--- config.mk ---
export PLATFORM = sky130hd
export DESIGN_NAME = amc_misc_regs
export DESIGN_NICKNAME = d
export VERILOG_FILES = /design/src/common/amc_pkg.sv /design/src/common/amc_cap_if.sv /design/src/design/amc_edge_capture.sv /design/src/design/amc_misc_regs.sv
export SDC_FILE = /design/constraint.sdc
export NUM_CORES = 1
export LEC_CHECK = 0
export BUFFER_PORTS_ARGS = -buffer_cell sky130_fd_sc_hd__clkbuf_2
export CAP_MARGIN = 40
export CELL_PAD_IN_SITES_DETAIL_PLACEMENT = 0
export CELL_PAD_IN_SITES_GLOBAL_PLACEMENT = 2
export CORE_MARGIN = 3
export CORE_UTILIZATION = 28
export CTS_CLUSTER_DIAMETER = 200
export DETAILED_ROUTE_END_ITERATION = 10
export GPL_ROUTABILITY_DRIVEN = 1
export GPL_TIMING_DRIVEN = 0
export PLACE_DENSITY = 0.83
export SYNTH_ARGS = -nofsm -noshare
export SYNTH_HDL_FRONTEND = slang
export SYNTH_SLANG_ARGS = --single-unit
--- constraint.sdc ---
create_clock -name clock -period 1.17 [get_ports clock]
set_input_delay 0.117 -clock clock [delete_from_list [all_inputs] [get_ports clock]]
set_output_delay 0.117 -clock clock [all_outputs]
set_load 0.02 [all_outputs]
--- src/common/amc_pkg.sv ---
package amc_pkg;
  // ==========================================================
  // Register byte addresses (multi-byte registers, LSB first)
  localparam logic [7:0] AMC_ADDR_EDGE_POS_B0 = 8'h2C;
  localparam logic [7:0] AMC_ADDR_EDGE_POS_B1 = 8'h2D;
  localparam logic [7:0] AMC_ADDR_EDGE_POS_B2 = 8'h2E;
  localparam logic [7:0] AMC_ADDR_FULL_SCALE_B0 = 8'h30;
  localparam logic [7:0] AMC_ADDR_FULL_SCALE_B1 = 8'h31;
  localparam logic [7:0] AMC_ADDR_POWER_MODE = 8'h37;
  localparam logic [7:0] AMC_ADDR_STAMP_CTRL = 8'h3B;

  // ==========================================================
  // Widths and reset values
  localparam int AMC_EDGE_POS_W = 24;
  localparam int AMC_FULL_SCALE_W = 16;
  localparam logic [23:0] AMC_EDGE_POS_RST = 24'h000000;
  localparam logic [15:0] AMC_FULL_SCALE_RST = 16'hA000;
  localparam logic [7:0] AMC_STAMP_CTRL_RST = 8'h00;
  localparam logic [7:0] AMC_READ_UNMAPPED = 8'h00;

  // ==========================================================
  // Timestamp control field positions
  localparam int AMC_STAMP_RECV_EN_BIT = 0;
  localparam int AMC_STAMP_PECL_BIT = 1;

  // ==========================================================
  // Power mode codes
  typedef enum logic [7:0] {
    AMC_PMODE_LOW_POWER = 8'h46,
    AMC_PMODE_HIGH_PERF = 8'h4B
  } amc_pmode_t;
  localparam logic [7:0] AMC_POWER_MODE_RST = 8'h4B;
endpackage

--- src/common/amc_cap_if.sv ---
interface amc_cap_if;
  logic capture_valid;
  logic [23:0] capture_data;
  logic [23:0] position;

  modport capt (
    input capture_valid,
    input capture_data,
    output position
  );
  modport user (
    output capture_valid,
    output capture_data,
    input position
  );
endinterface

--- src/design/amc_edge_capture.sv ---
module amc_edge_capture
  import amc_pkg::*;
(
  input wire logic clock, // System clock
  input wire logic rst, // Synchronous reset
  amc_cap_if.capt cap // Capture strobe, data and held position
);
  logic [23:0] position_ff;
  logic [23:0] nxt_position;

  // Refresh on each capture, hold in between
  assign nxt_position = cap.capture_valid ? cap.capture_data : position_ff;

  always_ff @(posedge clock) begin
    if (rst) begin
      position_ff <= AMC_EDGE_POS_RST;
    end else begin
      position_ff <= nxt_position;
    end
  end

  assign cap.position = position_ff;
endmodule

--- src/design/amc_misc_regs.sv ---
module amc_misc_regs
  import amc_pkg::*;
(
  input wire logic clock, // System clock, 100 MHz
  input wire logic rst, // Synchronous reset, active high
  input wire logic [7:0] reg_addr, // Register byte address
  input wire logic reg_wr, // Write strobe, one cycle
  input wire logic [7:0] reg_wdata, // Write data byte
  input wire logic reg_rd, // Read strobe, one cycle
  output logic [7:0] reg_rdata, // Read data byte
  output logic reg_rvalid, // Read data valid, one cycle
  input wire logic edge_capture_valid, // New reference edge captured
  input wire logic [23:0] edge_capture_data, // Position of captured edge
  output logic [15:0] full_scale_code, // Full-scale adjustment, all channels
  output logic [7:0] power_mode_code, // Raw power mode code
  output logic low_power_sel, // Low power mode selected
  output logic high_perf_sel, // High performance mode selected
  output logic power_mode_reserved, // Reserved power mode code held
  output logic stamp_input_pecl_mode, // Timestamp input PECL mode
  output logic stamp_input_receiver_enable // Timestamp receiver enable
);
  // ==========================================================
  // Edge position capture
  amc_cap_if cap_bus ();

  assign cap_bus.capture_valid = edge_capture_valid;
  assign cap_bus.capture_data = edge_capture_data;

  amc_edge_capture u_capture (
    .clock(clock),
    .rst(rst),
    .cap(cap_bus.capt)
  );

  // ==========================================================
  // Storage
  logic [15:0] full_scale_ff;
  logic [15:0] nxt_full_scale;
  logic [7:0] power_mode_ff;
  logic [7:0] nxt_power_mode;
  logic [7:0] stamp_ctrl_ff;
  logic [7:0] nxt_stamp_ctrl;
  logic [7:0] rdata_ff;
  logic [7:0] nxt_rdata;
  logic rvalid_ff;
  logic nxt_rvalid;
  logic low_power_ff;
  logic high_perf_ff;
  logic reserved_ff;
  logic nxt_low_power;
  logic nxt_high_perf;
  logic nxt_reserved;

  // ==========================================================
  // Write decode
  logic wr_fs_b0;
  logic wr_fs_b1;
  logic wr_pmode;
  logic wr_stamp;

  // Read-only position bytes and holes have no select, so writes there are lost
  assign wr_fs_b0 = reg_wr && (reg_addr == AMC_ADDR_FULL_SCALE_B0);
  assign wr_fs_b1 = reg_wr && (reg_addr == AMC_ADDR_FULL_SCALE_B1);
  assign wr_pmode = reg_wr && (reg_addr == AMC_ADDR_POWER_MODE);
  assign wr_stamp = reg_wr && (reg_addr == AMC_ADDR_STAMP_CTRL);

  // Any code is stored; range advice is left to software
  assign nxt_full_scale = {wr_fs_b1 ? reg_wdata : full_scale_ff[15:8],
                           wr_fs_b0 ? reg_wdata : full_scale_ff[7:0]};
  // Reserved codes are stored too and flagged by the decode below
  assign nxt_power_mode = wr_pmode ? reg_wdata : power_mode_ff;
  // Upper bits are stored as written so they read back
  assign nxt_stamp_ctrl = wr_stamp ? reg_wdata : stamp_ctrl_ff;

  // ==========================================================
  // Power mode decode from the stored code
  // Flags lag the code by one cycle so that they leave from flip-flops
  assign nxt_low_power = (power_mode_ff == AMC_PMODE_LOW_POWER);
  assign nxt_high_perf = (power_mode_ff == AMC_PMODE_HIGH_PERF);
  assign nxt_reserved = !(nxt_low_power || nxt_high_perf);

  // ==========================================================
  // Read selection; unmapped addresses read zero
  logic [23:0] position;
  logic [7:0] rd_mux_data;
  logic rd_pos_b0;
  logic rd_pos_b1;
  logic rd_pos_b2;
  logic rd_fs_b0;
  logic rd_fs_b1;
  logic rd_pmode;
  logic rd_stamp;
  logic rd_hole;

  assign position = cap_bus.position;

  assign rd_pos_b0 = (reg_addr == AMC_ADDR_EDGE_POS_B0);
  assign rd_pos_b1 = (reg_addr == AMC_ADDR_EDGE_POS_B1);
  assign rd_pos_b2 = (reg_addr == AMC_ADDR_EDGE_POS_B2);
  assign rd_fs_b0 = (reg_addr == AMC_ADDR_FULL_SCALE_B0);
  assign rd_fs_b1 = (reg_addr == AMC_ADDR_FULL_SCALE_B1);
  assign rd_pmode = (reg_addr == AMC_ADDR_POWER_MODE);
  assign rd_stamp = (reg_addr == AMC_ADDR_STAMP_CTRL);
  assign rd_hole = !(rd_pos_b0 || rd_pos_b1 || rd_pos_b2 || rd_fs_b0 || rd_fs_b1 ||
                     rd_pmode || rd_stamp);

  // Selects are one-hot, so the OR of the masked bytes is the multiplexer.
  // Bytes are read one at a time: a capture between two reads tears the value.
  assign rd_mux_data = ({8{rd_pos_b0}} & position[7:0]) |
                       ({8{rd_pos_b1}} & position[15:8]) |
                       ({8{rd_pos_b2}} & position[23:16]) |
                       ({8{rd_fs_b0}} & full_scale_ff[7:0]) |
                       ({8{rd_fs_b1}} & full_scale_ff[15:8]) |
                       ({8{rd_pmode}} & power_mode_ff) |
                       ({8{rd_stamp}} & stamp_ctrl_ff) |
                       ({8{rd_hole}} & AMC_READ_UNMAPPED);

  // A read and a write in one cycle return the old value
  assign nxt_rdata = reg_rd ? rd_mux_data : rdata_ff;
  assign nxt_rvalid = reg_rd;

  // ==========================================================
  // Register updates
  always_ff @(posedge clock) begin
    if (rst) begin
      full_scale_ff <= AMC_FULL_SCALE_RST;
    end else begin
      full_scale_ff <= nxt_full_scale;
    end
  end

  always_ff @(posedge clock) begin
    if (rst) begin
      power_mode_ff <= AMC_POWER_MODE_RST;
    end else begin
      power_mode_ff <= nxt_power_mode;
    end
  end

  always_ff @(posedge clock) begin
    if (rst) begin
      stamp_ctrl_ff <= AMC_STAMP_CTRL_RST;
    end else begin
      stamp_ctrl_ff <= nxt_stamp_ctrl;
    end
  end

  // Decoded flags reset to the high performance state
  always_ff @(posedge clock) begin
    if (rst) begin
      low_power_ff <= 1'b0;
    end else begin
      low_power_ff <= nxt_low_power;
    end
  end

  always_ff @(posedge clock) begin
    if (rst) begin
      high_perf_ff <= 1'b1;
    end else begin
      high_perf_ff <= nxt_high_perf;
    end
  end

  always_ff @(posedge clock) begin
    if (rst) begin
      reserved_ff <= 1'b0;
    end else begin
      reserved_ff <= nxt_reserved;
    end
  end

  // Read data holds until the next read; valid pulses for one cycle
  always_ff @(posedge clock) begin
    if (rst) begin
      rdata_ff <= AMC_READ_UNMAPPED;
    end else begin
      rdata_ff <= nxt_rdata;
    end
  end

  always_ff @(posedge clock) begin
    if (rst) begin
      rvalid_ff <= 1'b0;
    end else begin
      rvalid_ff <= nxt_rvalid;
    end
  end

  // ==========================================================
  // Outputs
  assign reg_rdata = rdata_ff;
  assign reg_rvalid = rvalid_ff;
  assign full_scale_code = full_scale_ff;
  assign power_mode_code = power_mode_ff;
  assign low_power_sel = low_power_ff;
  assign high_perf_sel = high_perf_ff;
  assign power_mode_reserved = reserved_ff;
  assign stamp_input_pecl_mode = stamp_ctrl_ff[AMC_STAMP_PECL_BIT];
  assign stamp_input_receiver_enable = stamp_ctrl_ff[AMC_STAMP_RECV_EN_BIT];
endmodule

==> summary.md, run 1 <==
| Metric | Value |
|---|---|
| Status | `completed` |
| Vias/cell | `between 4 and 5` |
| CTS tree | `built` |
| Synth Register Bits | `just under 70` |
| Critical Path AT | `1.34 ns` |
| Critical Path End Type | `flip-flop` |
| Row cnt | `37` |
| Layout cell share with drive strength beyond 1 | `0.319` |
| Synth async-reset ratio | `0` |
| Area Growth Syn to Fin | `26.9%` |
| First-pass GRT wire length | `13.4 mm` |
| Worst EP required | `roughly 1.4 ns` |
| Via Count | `between 2k and 3k` |
| # IOs | `83` |
| Startpoint class of the critical path | `flip-flop` |
| Syn Area/Cell | `9.79 µm²` |
| # DRC | `0` |
| DRC violation total after the first TritonRoute iteration | `105` |
| NetSw | `1230 µW` |
| Switching portion of total power | `0.250` |
| Synth Cell Area | `~3000 µm²` |
| Seq/Total Area, Yosys | `0.448` |
| Die ar. | `~12000 µm²` |
| Final Hold Vio Count | `0` |
| Total power | `around 4900 µW` |
| Post-synth EDFFs | `0` |
| Most frequent cells in the layout | `clkbuf_2, dfxtp_1, mux2i_1, nor2_1, nand2_1` |
| Setup violators final | `0` |
| Pwr/cell area | `around 1300 nW/µm²` |
| Max Clock Skew | `between 0.005 and 0.006 ns` |
| Most common cell after layout, fill and taps aside | `clkbuf_2` |
| Logic pwr share | `0.097` |
| Slowest cell on the critical path | `dfxtp_2` |
| Drt wl/cell | `15.9 µm` |
| Worst-path cell chain | `mux2i_1 -> o2bb2ai_1 -> a22oi_2 -> a311oi_1` |
| Crit path max fanout | `3` |
| Clk network pwr share | `0.412` |
| Minimum clock period | `about 1.1 ns` |
| R2r setup slk | `roughly 0.07 ns` |
| FMAX | `slightly above 900 MHz` |
| Clock slew at reported path FFs | `about 0.08 ns` |
| Maxcap violations | `0` |
| Final #Nets | `approximately 440` |
| Synth cell types | `40` |
| Die Height | `between 100 and 150 µm` |
| Global-route usage over all layers | `0.145` |
| Number of port buffers | `just under 80` |
| Placer Congestion | `around 0.75` |
| Clock sinks | `68` |
| Final instance area | `approximately 3900 µm²` |
| Sequential power share | `0.491` |
| Slowest stage delay, CP | `around 0.35 ns` |
| Ys flop type | `dfxtp_1` |
| Vias in the first global route | `roughly 2.5k` |
| H-Tree Depth | `3` |
| DP HPWL | `around 6.5 mm` |
| Clock Root Buffer | `clkbuf_8` |
| YS warnings | `0` |
| Crit path kind | `reg2reg` |
| Antenna Cells | `0` |
| Antenna Nets Post-Route | `0` |
| Largest net degree at the start of global routing | `13` |
| Initial Util | `0.291` |
| Number of buffers created by CTS | `9` |
| Total gr overflow | `0` |
| Final Cycle Share | `0.940` |
| Drt pass-1 iters | `4` |
| Routed WL | `8.58 mm` |
| Core Area | `10400 µm²` |
| Mapped Cells | `310` |
| Area after DPL | `around 3600 µm²` |
| Die Wd | `110 µm` |
| Worst slew pin tran | `slightly below 0.5 ns` |
| Post-synth net total | `around 360` |
| Max VDD drop | `about 0.48 mV` |
| CTS max path bufs | `2` |
| P_int | `between 3000 and 4000 µW` |
| Hold WC Path Type | `in2reg` |
| Worst-skew pair later-pin latency | `0.33 ns` |
| RSZ-0062 raised after global routing | `true` |
| Slew HR | `0.677` |
| Final Max Slew Viols | `0` |
| Leak | `~0.0018 µW` |
| Initial antenna violation count | `0` |
[cell usage after synthesis, types with 2 or more instances]
library cell | count | share of area
buf_4 | 2 | 0.0049
clkbuf_1 | 12 | 0.015
a22oi_1 | 8 | 0.020
nor2_1 | 57 | 0.070
inv_1 | 7 | 0.0087
mux2i_1 | 57 | 0.19
and2b_1 | 2 | 0.0049
a311oi_1 | 7 | 0.020
a21oi_1 | 9 | 0.015
and3_1 | 2 | 0.0041
dfxtp_1 | 68 | 0.45
a211o_1 | 6 | 0.017
nand2_1 | 16 | 0.020
buf_6 | 2 | 0.0074
and4b_1 | 2 | 0.0066
o2bb2ai_1 | 15 | 0.043
nand3_2 | 2 | 0.0066
and4bb_2 | 2 | 0.0082
nand3_1 | 10 | 0.016
buf_2 | 4 | 0.0066
[logic make-up (layout without fill, tap and decap cells)]
logic type | after synthesis | after routing | synth area share
AO/OA/AOI/OAI | 51 | 51 | 0.130
buffers and inverters | 29 | 123 | 0.0503
flip-flops | 68 | 68 | 0.448
multiplexers | 57 | 57 | 0.188
AND/OR/NAND/NOR | 105 | 105 | 0.183
[cell type report]
| type | instances | area, µm² |
|---|---|---|
| Clock inverter | 5 | 58.8 |
| Clock buffer | 11 | 151 |
| Timing Repair Buffer | 79 | 398 |
| Fill cell | 1081 | 6570 |
| Inverter | 7 | 26.3 |
| Multi-Input combinational cell | 213 | 1550 |
| Buffer | 21 | 126 |
| Sequential cell | 68 | 1370 |
| Tap cell | 136 | 170 |
[final timing paths]
kind,start,endpoint,cells past startpoint
min,edge_capture_data[12],u_capture.cap.position[12],3
min reg2reg,stamp_ctrl_ff[2],stamp_ctrl_ff[2],2
max reg2reg,full_scale_code[13],reg_rdata[5],4
max,full_scale_code[13],reg_rdata[5],4
[critical path, delay by kind of cell (launching register included)]
family	cells	cell delay [ns]
compound gates	3	0.58
flops	1	0.35
mux	1	0.07
[metrics by stage]
| step | worst slack, ns | TNS, ns | cells | utilization | hold slack (ns) |
|---|---|---|---|---|---|
| after global placement | -0.421 | -13.02 | 524 | 0.345 | 0.355 |
| after floorplan | 0.00981 | 0 | 310 | - | 0.261 |
| final | 0.0705 | 0 | 540 | 0.370 | 0.0169 |
| after global routing | -0.00750 | -0.0160 | 540 | 0.370 | 0.0182 |
| after CTS | 0.00883 | 0 | 540 | 0.366 | 0.00104 |
| after detailed placement | -0.467 | -14.19 | 524 | 0.345 | 0.362 |
[power groups by stage]
stage | sequential, µW | combinational [µW] | clock [µW]
2_1_floorplan | 2480 | 267 | 0
3_3_place_gp | 2460 | 473 | 0
3_5_place_dp | 2470 | 478 | 0
4_1_cts | 2410 | 481 | 2100
5_1_grt | 2420 | 525 | 2190
6_report | 2410 | 476 | 2020
[repair_timing]
action,in CTS,in global routing
buffers inserted,0,1
hold buffers,0,0
gates resized for setup,2,13
pin swaps,0,9
endpoints found under the setup margin,20,23
[per-layer routing]
metal  routed length [µm]  part of all wire  track usage
met5                    0                 0            0
met4                   75            0.0087       0.0369
met3                  436             0.051       0.0361
met2                 3940              0.46        0.224
met1                 4130              0.48        0.204
[sequential cells by signal, indices dropped and copies added, names as in the netlist]
signal and cells:
u_capture.cap.position 24, full_scale_code 16, power_mode_code 8, reg_rdata 8
stamp_ctrl_ff 8, high_perf_sel 1, low_power_sel 1, power_mode_reserved 1
reg_rvalid 1
(Power assumes the default switching activity.)
==> run 2: changes to the inputs <==
Settings changed: CORE_MARGIN 3 to unset, PLACE_DENSITY 0.83 to 0.84, SYNTH_HIERARCHICAL set to 1.
==> run 2 against run 1 <==
Net effect: the run now ends with setup timing left; non-clock buffer count grew 24; via count grew 11%; worst hold slack gained 0.0026 ns; maximum frequency shrank 15%; clock skew shrank 0.0015 ns; total power grew 10%; sequential share of layout area shrank 3.5 points; die area shrank 3.0%; global-route usage grew 2.8 points; core utilization grew 2.9 points; synthesized cell count grew 12%; largest cell class unchanged.
==> summary.md, run 2 <==
| Metric | Value |
|---|---|
| Clock sinks | `68 (unchanged)` |
| Met2 Use GR | `0.260 (was 0.224)` |
| Routing usage on met1 | `0.233 (was 0.204)` |
| Pwr/cell area | `1240 nW/µm² (was 1280 nW/µm²)` |
| Crit path max fanout | `2 (was 3)` |
| Critical Path AT | `1.55 ns (was 1.34 ns)` |
| Clock Root Buffer | `clkbuf_16 (was clkbuf_8)` |
| WP buf/inv | `0 (unchanged)` |
| Worst slew pin tran | `0.516 ns (was 0.485 ns)` |
| Hold WC Path Type | `in2reg (unchanged)` |
| Die Height | `108 µm (was 110 µm)` |
| Largest net degree at the start of global routing | `11 (was 13)` |
| Global-route usage over all layers | `0.174 (was 0.145)` |
| Final Cycle Share | `1.11 (was 0.940)` |
| Die Wd | `108 µm (was 110 µm)` |
| Synth Cell Area | `3170 µm² (was 3040 µm²)` |
| Most frequent cell after synthesis | `dfxtp_1 (unchanged)` |
| Slew HR | `0.656 (was 0.677)` |
| Number of port buffers | `80 (was 78)` |
| CTS max path bufs | `2 (unchanged)` |
| Post-synth net total | `393 (was 355)` |
| Final Hold Vio Count | `0 (unchanged)` |
| Most frequent cells after synthesis | `dfxtp_1, nor2_1, mux2i_1 (was dfxtp_1, mux2i_1, nor2_1)` |
| Worst Hold End | `u_capture/cap.position[0] (was u_capture.cap.position[12])` |
| Most frequent cells in the layout | `clkbuf_2, dfxtp_1, nor2_1 (was clkbuf_2, dfxtp_1, mux2i_1, nor2_1, nand2_1)` |
| Area share of the largest cell type after synthesis | `0.429 (was 0.448)` |
| DP HPWL | `7.26 mm (was 6.55 mm)` |
| Minimum clock period | `1.29 ns (was 1.10 ns)` |
| Ys flop type | `dfxtp_1 (unchanged)` |
| Layout cell share with drive strength beyond 1 | `0.383 (was 0.319)` |
| Seq/Total Area, Yosys | `0.429 (was 0.448)` |
| Antenna Nets Post-Route | `0 (unchanged)` |
| First-pass GRT wire length | `14.9 mm (was 13.4 mm)` |
| Drt pass-1 iters | `4 (unchanged)` |
| Worst Slack Setup Final | `-0.125 ns (was 0.0705 ns)` |
| # DRC | `0 (unchanged)` |
| Total Neg Setup Slack | `-0.343 ns (was 0 ns)` |
| RSZ-0062 raised after global routing | `true (unchanged)` |
| Initial Util | `0.290 (was 0.291)` |
| DRC violation total after the first TritonRoute iteration | `109 (was 105)` |
| Row cnt | `38 (was 37)` |
| Drt wl/cell | `16.0 µm (was 15.9 µm)` |
| Setup violators final | `4 (was 0)` |
| Max VDD drop | `0.526 mV (was 0.478 mV)` |
| Worst r2r path cells | `4 (unchanged)` |
| Cell family with most CP delay | `simple AND/OR/NAND/NOR gates (was compound AO/OA/AOI/OAI gates)` |
| Critical Path End Type | `flip-flop (unchanged)` |
| Final #Nets | `501 (was 444)` |
| Failing checks | `setup timing` |
| Via Count | `2866 (was 2582)` |
| Mapped Cells | `348 (was 310)` |
| Leak | `0.00196 µW (was 0.00175 µW)` |
| Syn Area/Cell | `9.12 µm² (was 9.79 µm²)` |
| Clock slew at reported path FFs | `0.05 ns (was 0.08 ns)` |
| Synth async-reset ratio | `0 (unchanged)` |
| Max reg flops | `24 (unchanged)` |
| Total power | `5410 µW (was 4910 µW)` |
| Antenna Cells | `0 (unchanged)` |
| Maxcap violations | `0 (unchanged)` |
| R2r setup slk | `-0.12 ns (was 0.07 ns)` |
| YS warnings | `6 (was 0)` |
| Initial antenna violation count | `0 (unchanged)` |
| Startpoint class of the critical path | `flip-flop (unchanged)` |
| Crit path kind | `reg2reg (unchanged)` |
| Slowest stage delay, CP | `0.46 ns (was 0.35 ns)` |
| Grt met3 use | `0.0386 (was 0.0361)` |
| # fillers | `1140 (was 1081)` |
| Synth Register Bits | `68 (unchanged)` |
| Reg-to-Reg End | `reg_rdata[6] (was reg_rdata[5])` |
| Worst EP required | `1.42 ns (was 1.41 ns)` |
| Core Area | `10900 µm² (was 10400 µm²)` |
| Synth area leader | `dfxtp_1 (unchanged)` |
| Worst reg2reg startpoint | `full_scale_code[6] (was full_scale_code[13])` |
| FMAX | `772 MHz (was 910 MHz)` |
| Worst-path cell chain | `or4b_4 -> a21oi_2 -> o21ai_2 -> a211oi_2 (was mux2i_1 -> o2bb2ai_1 -> a22oi_2 -> a311oi_1)` |
| Slowest cell on the critical path | `or4b_4 (was dfxtp_2)` |
| Placer Congestion | `0.852 (was 0.747)` |
| CTS tree | `built (unchanged)` |
| Vias in the first global route | `2727 (was 2549)` |
| Most common cell after layout, fill and taps aside | `clkbuf_2 (unchanged)` |
| Status | `finished, violations left (was completed)` |
| Largest cells by area after synthesis | `dfxtp_1, mux2i_1, nor2_1 (unchanged)` |
| Synth cell types | `45 (was 40)` |
| Number of buffers created by CTS | `9 (unchanged)` |
| Max Clock Skew | `0.00349 ns (was 0.00501 ns)` |
| Total gr overflow | `0 (unchanged)` |
| Routed WL | `9.62 mm (was 8.58 mm)` |
| Area Growth Syn to Fin | `37.3% (was 26.9%)` |
| H-Tree Depth | `3 (unchanged)` |
| Final Max Slew Viols | `0 (unchanged)` |
| Hold Crit Depth | `3 (unchanged)` |
| Post-synth EDFFs | `0 (unchanged)` |
| Vias/cell | `4.78 (about the same)` |
| Worst-skew pair later-pin latency | `0.33 ns (about the same)` |
| HP Start | `edge_capture_data[0] (was edge_capture_data[12])` |
| # IOs | `83 (unchanged)` |
| Die ar. | `11800 µm² (was 12100 µm²)` |
| Top Usage Layer GRT | `met2 (unchanged)` |
[run 2: routing by layer]
layer | part of all wire | vias to the layer above
li1 | - | 1442
met1 | 0.47 | 1357
met2 | 0.47 | 51
met3 | 0.038 | 16
met4 | 0.022 | 0
met5 | 0 | -
[run 2: how the worst max path moves through the flow]
stage,from,to,cells after the start
after CTS,full_scale_code[6],reg_rdata[6],4
after floorplan,reg_addr[6],reg_rdata[3],7
after detailed placement,reg_addr[4],reg_rdata[3],6
final,full_scale_code[6],reg_rdata[6],4
after global routing,full_scale_code[6],reg_rdata[6],4
after global placement,reg_addr[4],reg_rdata[1],6
[run 2: cell families (layout without fill, tap and decap cells)]
group                  count (synthesis)  in the layout  synth area share
AND/OR/NAND/NOR                      140            140             0.232
flip-flops                            68             68             0.429
AO/OA/AOI/OAI                         63             63             0.132
multiplexers                          44             44             0.139
buffers and inverters                 33            145            0.0686
[run 2: repair_timing]
action,CTS,global route
endpoints found under the setup margin,11,32
pin swaps,7,14
hold endpoints to repair,0,0
gates resized for setup,14,40
hold buffers,0,0
buffers inserted,2,16
[run 2: worst min-delay path, delay by kind of cell]
family / cells / cell delay [ns]
buffers and inverters: 1 / 0.07
AND/OR/NAND/NOR: 1 / 0.07
multiplexers: 1 / 0.05
[run 2: power by group]
| group | internal [µW] | switching (µW) |
|---|---|---|
| Sequential | 2370 | 33.9 |
| Clock | 1530 | 926 |
| Combinational | 235 | 315 |
[run 2: area by class of cell]
cell class	count	area (µm²)	area share
multi-input combinational	247	1720	0.395
sequential	68	1400	0.320
timing repair buffer	98	556	0.127
clock buffer	13	260	0.0597
buffer	26	213	0.0488
tap	140	175	0.0402
inverter	6	26.3	0.00603
clock inverter	2	10.0	0.00230
[run 2: stage by stage]
step | util | cells | setup slack (ns) | hold WS [ns] | area (µm²)
3_5_place_dp | 0.346 | 568 | -0.451 | 0.359 | 3780
3_3_place_gp | 0.346 | 568 | -0.473 | 0.354 | 3780
5_1_grt | 0.399 | 600 | -0.171 | 0.0289 | 4360
6_report | 0.399 | 600 | -0.125 | 0.0195 | 4360
2_1_floorplan | - | 348 | -0.0714 | 0.189 | 3200
4_1_cts | 0.375 | 584 | -0.121 | 0.0108 | 4100
